==> src/pkg/fasp_map.vh <==
// Purpose: Constants of the flash host controller
// Assumes: 25 MHz mclk, word-mode flash bus
// Notes: Times in ns, cycle counts derived
`ifndef FASP_MAP_VH
`define FASP_MAP_VH

// ==========================================================
// Clock and timing
`define FASP_CLK_MHZ 25
`define FASP_T_GLITCH_NS 5
`define FASP_T_WP_NS 50
`define FASP_T_RDACC_NS 100
`define FASP_T_PWRUP_NS 1000
`define FASP_CYC_UP(ns) (((ns) * `FASP_CLK_MHZ + 999) / 1000)
`define FASP_WP_CYC `FASP_CYC_UP(`FASP_T_WP_NS)
`define FASP_RD_CYC `FASP_CYC_UP(`FASP_T_RDACC_NS)
`define FASP_PWRUP_CYC `FASP_CYC_UP(`FASP_T_PWRUP_NS)
`define FASP_SYNC_CYC 4

// ==========================================================
// User operation codes
`define FASP_OP_READ 3'h0
`define FASP_OP_WRITE 3'h1
`define FASP_OP_RESET 3'h2
`define FASP_OP_AUTOSEL 3'h3
`define FASP_OP_HVID 3'h4
`define FASP_OP_STATUS 3'h5
`define FASP_OP_UNPROT 3'h6
`define FASP_OP_TEMPUNP 3'h7

// ==========================================================
// Command cycles
`define FASP_UNLOCK1_ADDR 19'h00555
`define FASP_UNLOCK1_DATA 16'h00aa
`define FASP_UNLOCK2_ADDR 19'h002aa
`define FASP_UNLOCK2_DATA 16'h0055
`define FASP_AUTOSEL_DATA 16'h0090
`define FASP_RESET_DATA 16'h00f0

// ==========================================================
// Address fields, status bit and sector protection
`define FASP_A_SEC_HI 18
`define FASP_A_SEC_LO 12
`define FASP_A_A6 6
`define FASP_AS_PROT 2'h2
`define FASP_TIMEOUT_BIT 5
`define FASP_NSECT 19
`define FASP_PROT_RESET 19'h00000

`endif

==> src/hdl/fasp_bus_cycle.v <==
// Purpose: One flash bus cycle
// Assumes: Flash pins are asynchronous to mclk
// Notes: Pin outputs are flops
`timescale 1ns/10ps
`default_nettype none
`include "fasp_map.vh"

module fasp_bus_cycle (
    input wire mclk,
    input wire rst,
    input wire start,
    input wire wr,
    input wire hv_a9,
    input wire [18:0] addr,
    input wire [15:0] wdata,
    output reg done,
    output reg [15:0] rdata,
    output reg fl_ce_n,
    output reg fl_oe_n,
    output reg fl_we_n,
    output reg fl_a9_hv,
    output reg [18:0] fl_addr,
    output reg [15:0] fl_dq_o,
    output reg fl_dq_oe_n,
    input wire [15:0] fl_dq_i
);

    localparam [4:0] S_IDLE = 5'h01;
    localparam [4:0] S_SETUP = 5'h02;
    localparam [4:0] S_PULSE = 5'h04;
    localparam [4:0] S_REL = 5'h08;
    localparam [4:0] S_HOLD = 5'h10;
    localparam integer WP_CYC = `FASP_WP_CYC;
    localparam integer RD_CYC = `FASP_RD_CYC + `FASP_SYNC_CYC;

    reg [4:0] st_q;
    reg [7:0] cnt_q;
    reg wr_q;
    reg [15:0] s1_q;
    reg [15:0] s2_q;
    reg [15:0] s3_q;
    reg [15:0] acc_q;

    // ==========================================================
    // Data synchroniser; stages 2 and 3 must agree
    always @(posedge mclk) begin
        if (rst) begin
            s1_q <= 16'h0000;
            s2_q <= 16'h0000;
            s3_q <= 16'h0000;
            acc_q <= 16'h0000;
        end else begin
            s1_q <= fl_dq_i;
            s2_q <= s1_q;
            s3_q <= s2_q;
            if (s2_q == s3_q) begin
                acc_q <= s3_q;
            end
        end
    end

    // ==========================================================
    // Cycle sequencer
    always @(posedge mclk) begin
        if (rst) begin
            st_q <= S_IDLE;
            cnt_q <= 8'h00;
            wr_q <= 1'b0;
            done <= 1'b0;
            rdata <= 16'h0000;
            fl_ce_n <= 1'b1;
            fl_oe_n <= 1'b1;
            fl_we_n <= 1'b1;
            fl_a9_hv <= 1'b0;
            fl_addr <= 19'h00000;
            fl_dq_o <= 16'h0000;
            fl_dq_oe_n <= 1'b1;
        end else begin
            done <= 1'b0;
            case (st_q)
                S_IDLE: begin
                    if (start) begin
                        // Address, data and CE change on the same edge
                        wr_q <= wr;
                        fl_addr <= addr;
                        fl_a9_hv <= hv_a9 & ~wr;
                        fl_dq_o <= wdata;
                        fl_dq_oe_n <= ~wr;
                        fl_ce_n <= 1'b0;
                        fl_oe_n <= wr; // OE high for writes
                        cnt_q <= wr ? WP_CYC[7:0] : RD_CYC[7:0];
                        st_q <= S_SETUP;
                    end
                end
                S_SETUP: begin
                    if (wr_q) begin
                        // WE falls last
                        fl_we_n <= 1'b0;
                        st_q <= S_PULSE;
                    end else if (cnt_q == 8'h01) begin
                        rdata <= acc_q;
                        fl_oe_n <= 1'b1;
                        fl_ce_n <= 1'b1;
                        st_q <= S_HOLD;
                    end else begin
                        cnt_q <= cnt_q - 8'h01;
                    end
                end
                S_PULSE: begin
                    // Pulse far above glitch width
                    if (cnt_q == 8'h01) begin
                        fl_we_n <= 1'b1; // WE rises first
                        st_q <= S_REL;
                    end else begin
                        cnt_q <= cnt_q - 8'h01;
                    end
                end
                S_REL: begin
                    fl_ce_n <= 1'b1;
                    st_q <= S_HOLD;
                end
                S_HOLD: begin
                    fl_dq_oe_n <= 1'b1;
                    fl_a9_hv <= 1'b0;
                    done <= 1'b1;
                    st_q <= S_IDLE;
                end
                default: begin
                    st_q <= S_IDLE;
                end
            endcase
        end
    end

endmodule
`default_nettype wire

==> src/hdl/fasp_ctrl.v <==
// Purpose: Flash host controller
// Assumes: Top boot block sector layout, word mode
// Notes: One operation at a time
`timescale 1ns/10ps
`default_nettype none
`include "fasp_map.vh"

module fasp_ctrl (
    input wire mclk,
    input wire rst,
    input wire cmd_valid,
    input wire [2:0] cmd_op,
    input wire [18:0] cmd_addr,
    input wire [15:0] cmd_data,
    output reg cmd_ready,
    output reg rsp_valid,
    output reg rsp_err,
    output reg [15:0] rsp_data,
    output reg all_prot,
    output reg temp_unprot,
    output reg fl_reset_n,
    output reg fl_reset_hv,
    output wire fl_ce_n,
    output wire fl_oe_n,
    output wire fl_we_n,
    output wire fl_a9_hv,
    output wire [18:0] fl_addr,
    output wire [15:0] fl_dq_o,
    output wire fl_dq_oe_n,
    input wire [15:0] fl_dq_i
);

    localparam [3:0] S_PWRUP = 4'h1;
    localparam [3:0] S_IDLE = 4'h2;
    localparam [3:0] S_ISSUE = 4'h4;
    localparam [3:0] S_WAIT = 4'h8;
    localparam integer PWRUP_CYC = `FASP_PWRUP_CYC;

    reg [3:0] st_q;
    reg [7:0] pw_q;
    reg [2:0] op_q;
    reg [18:0] addr_q;
    reg [15:0] data_q;
    reg [2:0] step_q;
    reg tout_q;
    reg [`FASP_NSECT-1:0] prot_q;
    reg cyc_start_q;
    reg cyc_wr;
    reg cyc_hv;
    reg cyc_last;
    reg [18:0] cyc_addr;
    reg [15:0] cyc_data;
    wire cyc_done;
    wire [15:0] cyc_rdata;
    wire [4:0] sec_idx;

    // ==========================================================
    // Sector index from the top address lines
    function [4:0] sector_of;
        input [18:0] a;
        begin
            if (a[18:15] != 4'hf) begin
                sector_of = {1'b0, a[18:15]};
            end else if (!a[14]) begin
                sector_of = 5'h0f;
            end else if (!a[13]) begin
                sector_of = a[12] ? 5'h11 : 5'h10;
            end else begin
                sector_of = 5'h12;
            end
        end
    endfunction

    // Protection query: offset 02h, sector on top lines
    function is_prot_query;
        input [2:0] op;
        input [18:0] a;
        begin
            is_prot_query = (op == `FASP_OP_AUTOSEL || op == `FASP_OP_HVID) &&
                (a[1:0] == `FASP_AS_PROT);
        end
    endfunction

    assign sec_idx = sector_of(addr_q);

    // ==========================================================
    // Cycle list for the current operation and step
    always @* begin
        cyc_wr = 1'b0;
        cyc_hv = 1'b0;
        cyc_last = 1'b1;
        cyc_addr = addr_q;
        cyc_data = data_q;
        case (op_q)
            `FASP_OP_WRITE, `FASP_OP_UNPROT: begin
                cyc_wr = 1'b1; // Caller gives unlocks
            end
            `FASP_OP_RESET: begin
                cyc_wr = 1'b1;
                cyc_data = `FASP_RESET_DATA; // Any address
            end
            `FASP_OP_AUTOSEL: begin
                // Unlock, enter, read, reset
                cyc_last = (step_q == 3'h4);
                case (step_q)
                    3'h0: begin
                        cyc_wr = 1'b1;
                        cyc_addr = `FASP_UNLOCK1_ADDR;
                        cyc_data = `FASP_UNLOCK1_DATA;
                    end
                    3'h1: begin
                        cyc_wr = 1'b1;
                        cyc_addr = `FASP_UNLOCK2_ADDR;
                        cyc_data = `FASP_UNLOCK2_DATA;
                    end
                    3'h2: begin
                        cyc_wr = 1'b1;
                        cyc_addr = `FASP_UNLOCK1_ADDR;
                        cyc_data = `FASP_AUTOSEL_DATA;
                    end
                    3'h3: begin
                        // Offset 00h/01h/03h/02h with sector bits
                        cyc_wr = 1'b0;
                    end
                    default: begin
                        cyc_wr = 1'b1;
                        cyc_data = `FASP_RESET_DATA; // Leave autoselect
                    end
                endcase
            end
            `FASP_OP_HVID: begin
                // A9 elevated, A6 low
                cyc_hv = 1'b1;
                cyc_addr = addr_q & ~(19'h00001 << `FASP_A_A6);
            end
            `FASP_OP_STATUS: begin
                cyc_last = (step_q == 3'h1);
                cyc_wr = (step_q == 3'h1);
                cyc_data = `FASP_RESET_DATA; // Timeout seen, reset
            end
            default: begin
                cyc_wr = 1'b0;
            end
        endcase
    end

    // ==========================================================
    // Operation sequencer
    always @(posedge mclk) begin
        if (rst) begin
            st_q <= S_PWRUP;
            pw_q <= PWRUP_CYC[7:0];
            op_q <= `FASP_OP_READ;
            addr_q <= 19'h00000;
            data_q <= 16'h0000;
            step_q <= 3'h0;
            tout_q <= 1'b0;
            prot_q <= `FASP_PROT_RESET; // Factory state
            cyc_start_q <= 1'b0;
            cmd_ready <= 1'b0;
            rsp_valid <= 1'b0;
            rsp_err <= 1'b0;
            rsp_data <= 16'h0000;
            all_prot <= 1'b0;
            temp_unprot <= 1'b0;
            fl_reset_n <= 1'b0;
            fl_reset_hv <= 1'b0;
        end else begin
            rsp_valid <= 1'b0;
            cyc_start_q <= 1'b0;
            all_prot <= &prot_q;
            case (st_q)
                S_PWRUP: begin
                    // Controls high through power-up
                    fl_reset_n <= 1'b1;
                    if (pw_q == 8'h01) begin
                        cmd_ready <= 1'b1; // No command needed
                        st_q <= S_IDLE;
                    end else begin
                        pw_q <= pw_q - 8'h01;
                    end
                end
                S_IDLE: begin
                    if (cmd_valid) begin
                        cmd_ready <= 1'b0;
                        op_q <= cmd_op;
                        addr_q <= cmd_addr;
                        data_q <= cmd_data;
                        step_q <= 3'h0;
                        tout_q <= 1'b0;
                        if (cmd_op == `FASP_OP_TEMPUNP) begin
                            // Elevated reset pin
                            temp_unprot <= cmd_data[0];
                            fl_reset_hv <= cmd_data[0];
                            rsp_err <= 1'b0;
                            rsp_valid <= 1'b1;
                            cmd_ready <= 1'b1;
                        end else if (cmd_op == `FASP_OP_UNPROT && !(&prot_q)) begin
                            // Refuse until every sector reads protected
                            rsp_err <= 1'b1;
                            rsp_valid <= 1'b1;
                            cmd_ready <= 1'b1;
                        end else begin
                            if (cmd_op == `FASP_OP_UNPROT) begin
                                fl_reset_hv <= 1'b1;
                            end
                            st_q <= S_ISSUE;
                        end
                    end
                end
                S_ISSUE: begin
                    cyc_start_q <= 1'b1;
                    st_q <= S_WAIT;
                end
                S_WAIT: begin
                    if (cyc_done) begin
                        if (!cyc_wr) begin
                            rsp_data <= cyc_rdata;
                            if (op_q == `FASP_OP_STATUS) begin
                                tout_q <= cyc_rdata[`FASP_TIMEOUT_BIT];
                            end
                            if (is_prot_query(op_q, addr_q)) begin
                                // 01h marks protected, 00h unprotected
                                prot_q[sec_idx] <= cyc_rdata[0];
                                all_prot <= cyc_rdata[0] & (&(prot_q | (19'h00001 << sec_idx)));
                            end
                        end
                        if (cyc_last || (op_q == `FASP_OP_STATUS &&
                                !cyc_rdata[`FASP_TIMEOUT_BIT] && step_q == 3'h0)) begin
                            rsp_err <= (op_q == `FASP_OP_STATUS) && (tout_q || step_q == 3'h1);
                            rsp_valid <= 1'b1;
                            cmd_ready <= 1'b1;
                            fl_reset_hv <= temp_unprot;
                            st_q <= S_IDLE;
                        end else begin
                            step_q <= step_q + 3'h1;
                            st_q <= S_ISSUE;
                        end
                    end
                end
                default: begin
                    st_q <= S_IDLE;
                end
            endcase
        end
    end

    // ==========================================================
    // Pin-level cycle engine
    fasp_bus_cycle u_cyc (
        .mclk(mclk),
        .rst(rst),
        .start(cyc_start_q),
        .wr(cyc_wr),
        .hv_a9(cyc_hv),
        .addr(cyc_addr),
        .wdata(cyc_data),
        .done(cyc_done),
        .rdata(cyc_rdata),
        .fl_ce_n(fl_ce_n),
        .fl_oe_n(fl_oe_n),
        .fl_we_n(fl_we_n),
        .fl_a9_hv(fl_a9_hv),
        .fl_addr(fl_addr),
        .fl_dq_o(fl_dq_o),
        .fl_dq_oe_n(fl_dq_oe_n),
        .fl_dq_i(fl_dq_i)
    );

endmodule
`default_nettype wire

==> config.mk <==
export PLATFORM = sky130hd
export DESIGN_NAME = fasp_ctrl
export DESIGN_NICKNAME = d
export VERILOG_FILES = /design/src/hdl/fasp_bus_cycle.v /design/src/hdl/fasp_ctrl.v
export VERILOG_INCLUDE_DIRS = /design/src /design/src/pkg
export SDC_FILE = /design/constraint.sdc
export NUM_CORES = 1
export LEC_CHECK = 0
export BUFFER_PORTS_ARGS = -buffer_cell sky130_fd_sc_hd__clkbuf_2
export CORE_UTILIZATION = 60
export CTS_BUF_LIST = sky130_fd_sc_hd__clkbuf_8
export DETAILED_ROUTE_END_ITERATION = 10
export PLACE_DENSITY = 0.85
export SYNTH_ARGS = -nofsm -noshare
export SYNTH_HDL_FRONTEND = slang
export SYNTH_SLANG_ARGS = --single-unit
==> constraint.sdc <==
create_clock -name mclk -period 2.4 [get_ports mclk]
set_clock_uncertainty 0.1 [all_clocks]
set_input_delay 0.36 -clock mclk [delete_from_list [all_inputs] [get_ports mclk]]
set_output_delay 0.36 -clock mclk [all_outputs]
set_load 0.05 [all_outputs]
==> results of run 1 <==
==> cell usage after synthesis, types with 10 or more instances <==
cell      number  area [µm²]
a22oi_1       20         150
nor2_1        74         278
dfxtp_1      232        4640
nand3_1       24         120
o21ai_0       36         180
nand2_1      209         785
clkbuf_1      43         161
mux2i_1       38         380
xnor2_1       24         210
a21oi_1      111         556
nor3_1        10        50.1
nor2b_1       59         369
inv_1         10        37.5
==> cell families after synthesis <==
family	after synthesis
AO/OA/AOI/OAI	212
XOR/XNOR	26
adder cells (fa/ha/maj)	9
buffers and inverters	67
flip-flops	232
multiplexers	39
AND/OR/NAND/NOR	464
==> layout by cell type (no fill, tap or decap), types with 10 or more instances in the layout <==
cell type	n
a22oi_1	20
buf_4	39
clkbuf_8	43
nor2b_1	59
nand2_1	209
inv_1	23
mux2i_1	38
nor3_1	10
clkbuf_2	118
o21ai_0	36
dlygate4sd3_1	53
nand3_1	24
dfxtp_1	230
a21oi_1	111
nor2_1	74
xnor2_1	24
==> layout make-up <==
class | count | area, µm² | area share
clock inverters | 19 | 125 | 0.0109
multi-input cells | 750 | 4310 | 0.377
well taps | 184 | 230 | 0.0201
repair buffers | 214 | 1490 | 0.131
flip-flops and latches | 232 | 4650 | 0.406
inverters | 10 | 37.5 | 0.00328
clock buffers | 43 | 592 | 0.0518
==> worst paths after layout <==
kind	end	slack, ns	cells past startpoint	startpoint
hold reg to reg	u_cyc.s2_q[3]	0.34	1	u_cyc.s1_q[3]
setup reg to reg	rsp_data[5]	0.10	10	step_q[1]
hold / removal	op_q[0]	0.06	3	cmd_op[0]
setup / recovery	rsp_data[5]	0.10	10	step_q[1]
==> critical path, stage by stage (launching register included) <==
cell,delay (ns)
dfxtp_1,0.33
inv_1,0.08
ha_1,0.15
or3b_1,0.34
a22o_1,0.23
a21oi_4,0.25
buf_4,0.18
nand3b_1,0.16
buf_12,0.16
nand2_1,0.06
a21oi_1,0.15
==> power groups by stage <==
| stage | sequential (mW) | clock, mW | combinational, mW |
|---|---|---|---|
| final | 4.03 | 3.29 | 0.633 |
| after global routing | 4.04 | 3.49 | 0.689 |
| after CTS | 4.03 | 3.31 | 0.617 |
| after detailed placement | 4.11 | 0 | 0.538 |
| after global placement | 4.10 | 0 | 0.519 |
| after floorplan | 4.12 | 0 | 0.355 |
==> through the flow <==
stage / cell area (µm²) / setup slack (ns) / cells
floorplan: 9220 / 0.174 / 1049
global placement: 10100 / 0.0878 / 1336
detailed placement: 10100 / -0.0573 / 1336
CTS: 11400 / 0.0353 / 1451
global route: 11400 / -0.0438 / 1452
finish: 11400 / 0.103 / 1452
==> layer usage <==
metal	wire length (µm)	global-route usage	vias up
met1	10000	0.375	3836
met2	11500	0.502	343
met4	843	0.147	0
met5	0	0	-
met3	1570	0.0506	79
li1	-	-	3980
==> what timing repair did <==
item | 4_1_cts | 5_1_grt
resized for setup | 1 | 5
buffers inserted | 0 | 1
gates cloned | 0 | 0
setup endpoints to repair | 15 | 21
endpoints found under the hold margin | 54 | 0
hold buffers | 53 | 0
pin swaps | 0 | 1
==> summary.md, run 1 <==
| Metric | Value |
|---|---|
| Share of cells above drive strength 1 | `0.190` |
| Io pins | `120` |
| Die Wd | `roughly 130 µm` |
| Static Leak | `4.49 nW` |
| Mux cell area share after synthesis | `0.0425` |
| Final setup fails | `0` |
| Unrepaired setup endpoints after global routing | `true` |
| Net Count, Synth | `1115` |
| Grt ovf | `0` |
| Total core area | `~15000 µm²` |
| Cell count after synthesis | `1049` |
| Clk_lat worst skew | `0.56 ns` |
| Peak Freq | `0.435 GHz` |
| Fillcell total | `968` |
| Drt drc | `0` |
| HP Class | `primary input to register` |
| Clock root buffer | `clkbuf_8` |
| Main combinational cell family by area after synthesis | `simple AND/OR/NAND/NOR gates` |
| Area grow syn2layout | `24.0%` |
| Setup crit end kind | `register` |
| Hold Vio Cnt, Final | `0` |
| Antenna Nets Post-Route | `0` |
| Distinct cells, synth | `74` |
| Post-Synth XOR/XNOR Area | `0.0247` |
| N_diodes | `0` |
| Routed via count | `8238` |
| Post-Route WL | `24000 µm` |
| Sequential area share after synthesis | `0.504` |
| Overall Power | `7.95 mW` |
| Num CTS Buffers | `37` |
| Tmin final | `2.30 ns` |
| Clock power share | `0.413` |
| CTS sink cnt | `232` |
| Hold Slack | `0.0600 ns` |
| Period utilization | `0.957` |
| Clock Path Buffers | `3` |
| Synth Area in Adders | `0.0122` |
| Critical Path Fanout Max | `16` |
| Vias in the first global route | `7953` |
| Initial DRC count | `about 620` |
| Die height | `~130 µm` |
| Setup_tns | `0 ns` |
| Data arrival time of the critical path | `2.65 ns` |
| Sequential group share of total power | `0.507` |
| Util after Layout | `0.775` |
| Ys flop type | `dfxtp_1` |
| Mapped cell area | `approximately 9000 µm²` |
| Final Max Tran Viols | `0` |
| Switch Pwr | `1.96 mW` |
| Initial Utilization | `0.625` |
| Post-Synth Simple-Gate Area | `0.247` |
| WL per Instance | `16.5 µm` |
| CTS tree | `yes` |
| DP Wirelength | `~14000 µm` |
| Worst Path Required | `2.75 ns` |
| VDD IR max | `0.567 mV` |
| H-tree level count | `2` |
| Largest net degree at the start of global routing | `184` |
| Port bufs | `119` |
| YS warnings | `0` |
| CP Launch Type | `register` |
| Via density | `5.67` |
| Sw Ratio | `0.247` |
| First-pass GRT wire length | `~39000 µm` |
| Compound-Gate Fraction of Synth Area | `0.138` |
| Status | `finished clean` |
| Die area | `15900 µm²` |
| PwrDens | `695 nW/µm²` |
| Initial antenna violation count | `0` |
| Asr flop ratio synth | `0` |
| FF+latch count, synth | `232` |
| Final #Nets | `about 1300` |
| Total GRT Usage | `0.300` |
| Internal power | `around 6.0 mW` |
| CP Class | `register to register` |
| Reg clk slew, reported paths | `0.06 ns` |
| Combinational share of power | `0.080` |
| Largest registers | `addr_q: 19 flops, prot_q: 19 flops, u_cyc.fl_addr: 19 flops` |
| Max cap viols | `0` |
| Placer Congestion | `0.881` |
| Initial DRT Pass Iterations | `5` |
| Worst Tran Pin Value | `roughly 0.81 ns` |
| Syn Area/Cell | `8.79 µm²` |
| EDFF count, synth | `0` |
| Std-Cell Rows | `44` |
| Worst slew margin | `0.463` |
(Power assumes the default switching activity.)
==> run 2, diff against run 1 <==
- CORE_UTILIZATION: 60 -> 30
- PLACE_DENSITY: 0.85 -> 0.5
==> run 2 against run 1 <==
Critical path depth down 4. Largest power group unchanged. First-iteration DRC count decreased by 36%. Setup slack gained 0.039 ns. Critical endpoint is now all_prot.
==> summary.md, run 2 (synthesized netlist as in run 1, its figures left out) <==
| Metric | Value |
|---|---|
| R2R Setup Slk | `0.14 ns (+0.04 ns)` |
| Hold Vio Cnt, Final | `0 (unchanged)` |
| Largest net degree at the start of global routing | `184 (unchanged)` |
| Reg clk slew, reported paths | `0.06 ns (about the same)` |
| CP Launch Type | `register` |
| CTS tree | `yes` |
| Die height | `177 µm (+41%)` |
| Period utilization | `0.941 (-0.0162)` |
| Num CTS Buffers | `41 (+11%)` |
| Hold Slack | `0.267 ns (+0.207 ns)` |
| Worst slew margin | `0.445 (-0.0182)` |
| Unrepaired setup endpoints after global routing | `false` |
| Crit path largest cell delay | `0.51 ns (+0.17 ns)` |
| Placed inst area | `10400 µm² (+3.0%)` |
| Combinational share of power | `0.077 (-0.003)` |
| Vias in the first global route | `7442 (-6.4%)` |
| Setup Buffers After CTS | `0 (unchanged)` |
| Die Wd | `177 µm (+41%)` |
| Final setup fails | `0 (unchanged)` |
| Worst reg2reg path depth | `6 (-4)` |
| CTS sink cnt | `232 (unchanged)` |
| Die area | `31500 µm² (+98%)` |
| Initial DRC count | `393 (-36%)` |
| Tmin final | `2.26 ns (-0.0388 ns)` |
| Io pins | `120 (unchanged)` |
| Worst hold path endpoint | `temp_unprot` |
| Clock power share | `0.434 (+0.021)` |
| Grt ovf | `0 (unchanged)` |
| Internal power | `6.22 mW (+3.8%)` |
| Initial DRT Pass Iterations | `6 (+1)` |
| Initial antenna violation count | `0 (unchanged)` |
| Sequential group share of total power | `0.490 (-0.017)` |
| Clk_lat worst skew | `0.55 ns (about the same)` |
| Setup crit end kind | `register` |
| Worst hold stages | `5 (+2)` |
| Static Leak | `4.58 nW (+2.1%)` |
| Data arrival time of the critical path | `2.59 ns (-0.06 ns)` |
| Share of cells above drive strength 1 | `0.193 (+0.00276)` |
| PwrDens | `697 nW/µm² (+0.27%)` |
| Max cap viols | `0 (unchanged)` |
| WL per Instance | `14.2 µm (-14%)` |
| CP startpoint | `addr_q[18]` |
| HP Class | `primary input to register` |
| Clock Path Buffers | `3 (unchanged)` |
| DP Wirelength | `15600 µm (+9.3%)` |
| Total GRT Usage | `0.149 (-0.150)` |
| N_diodes | `0 (unchanged)` |
| Setup_tns | `0 ns (unchanged)` |
| Status | `finished clean` |
| Post-route cell area | `11800 µm² (+3.4%)` |
| Worst R2R End | `all_prot` |
| Hold_sp | `cmd_valid` |
| Port bufs | `119 (unchanged)` |
| Antenna Nets Post-Route | `0 (unchanged)` |
| First-pass GRT wire length | `38100 µm (-1.2%)` |
| H-tree level count | `2 (unchanged)` |
| Via density | `4.66 (-18%)` |
| Critical-path cell with the highest stage delay | `or4_4` |
| Total core area | `30000 µm² (+100%)` |
| Final #Nets | `1319 (+0.61%)` |
| Highest-count cells in the layout ignoring fill and taps | `231 x dfxtp_1, 209 x nand2_1, 118 x clkbuf_2, 110 x a21oi_1, 74 x nor2_1` |
| Worst Path Required | `2.73 ns (-0.02 ns)` |
| Initial Utilization | `0.308 (-0.317)` |
| Routed via count | `7786 (-5.5%)` |
| Critical Path Fanout Max | `7 (-9)` |
| CP Class | `register to register` |
| Worst path cell trace | `and2b_4, nor2b_1, or4_4, a2111oi_4, o2111ai_1, o41ai_2` |
| Sw Ratio | `0.246 (-0.00115)` |
| Post-Route WL | `23700 µm (-1.1%)` |
| Most common cell after layout, fill and taps aside | `dfxtp_1` |
| Clock root buffer | `clkbuf_8` |
| Std-Cell Rows | `63 (+43%)` |
| Placer Congestion | `0.830 (-5.8%)` |
| Largest registers | `addr_q: 19 flops, prot_q: 19 flops, u_cyc.fl_addr: 19 flops` |
| Area grow syn2layout | `28.2%` |
| Switch Pwr | `2.03 mW (+3.2%)` |
| VDD IR max | `0.383 mV (-32%)` |
| Drt drc | `0 (unchanged)` |
| Worst Tran Pin Value | `0.833 ns (+0.0272 ns)` |
| R2r startpoint | `addr_q[18]` |
| Final Max Tran Viols | `0 (unchanged)` |
| Peak Freq | `0.443 GHz (+1.7%)` |
| Overall Power | `8.24 mW (+3.7%)` |
==> run 2: cell type report <==
| cell class | count | area (µm²) |
|---|---|---|
| fill | 3100 | 18100 |
| sequential | 232 | 4650 |
| multi-input combinational | 750 | 4320 |
| timing repair buffer | 218 | 1530 |
| clock buffer | 46 | 633 |
| tap | 390 | 488 |
| clock inverter | 25 | 160 |
| inverter | 10 | 37.5 |
==> run 2: timing repair <==
action,CTS,global route
pin swaps,0,1
endpoints found under the hold margin,54,0
gates resized for setup,1,8
endpoints found under the setup margin,3,24
hold buffers,54,0
==> run 2: stage by stage <==
stage               instances  utilization  setup slack [ns]
floorplan                1049            -             0.174
global placement         1546        0.349            0.0406
detailed placement       1546        0.349           0.00328
CTS                      1671        0.393            0.0522
global route             1671        0.395         0.0000957
finish                   1671        0.395             0.142
==> run 2: metal layers <==
layer / share of wire / wire, µm / track usage
met1: 0.49 / 11700 / 0.204
met2: 0.44 / 10500 / 0.236
met3: 0.050 / 1190 / 0.0321
met4: 0.014 / 337 / 0.0424
met5: 0 / 0 / 0
==> run 2: power by group through the flow <==
stage          logic, mW  registers, mW  clock network (mW)
2_1_floorplan      0.355           4.12                   0
3_3_place_gp       0.547           4.11                   0
3_5_place_dp       0.551           4.11                   0
4_1_cts            0.626           4.03                3.72
5_1_grt            0.701           4.05                3.90
6_report           0.631           4.04                3.58
==> run 2: worst max path at each step <==
stage	slack (ns)	to	depth (start not counted)
floorplan	0.17	rsp_data[0]	8
CTS	0.05	all_prot	7
detailed placement	0.003	rsp_data[7]	8
global route	0.0001	all_prot	6
global placement	0.04	all_prot	7
finish	0.14	all_prot	6
==> run 2: critical path, delay by kind of cell (launching register included) <==
kind / cells / cell delay (ns)
flops: 1 / 0.46
simple gates: 3 / 0.80
compound gates: 3 / 0.80
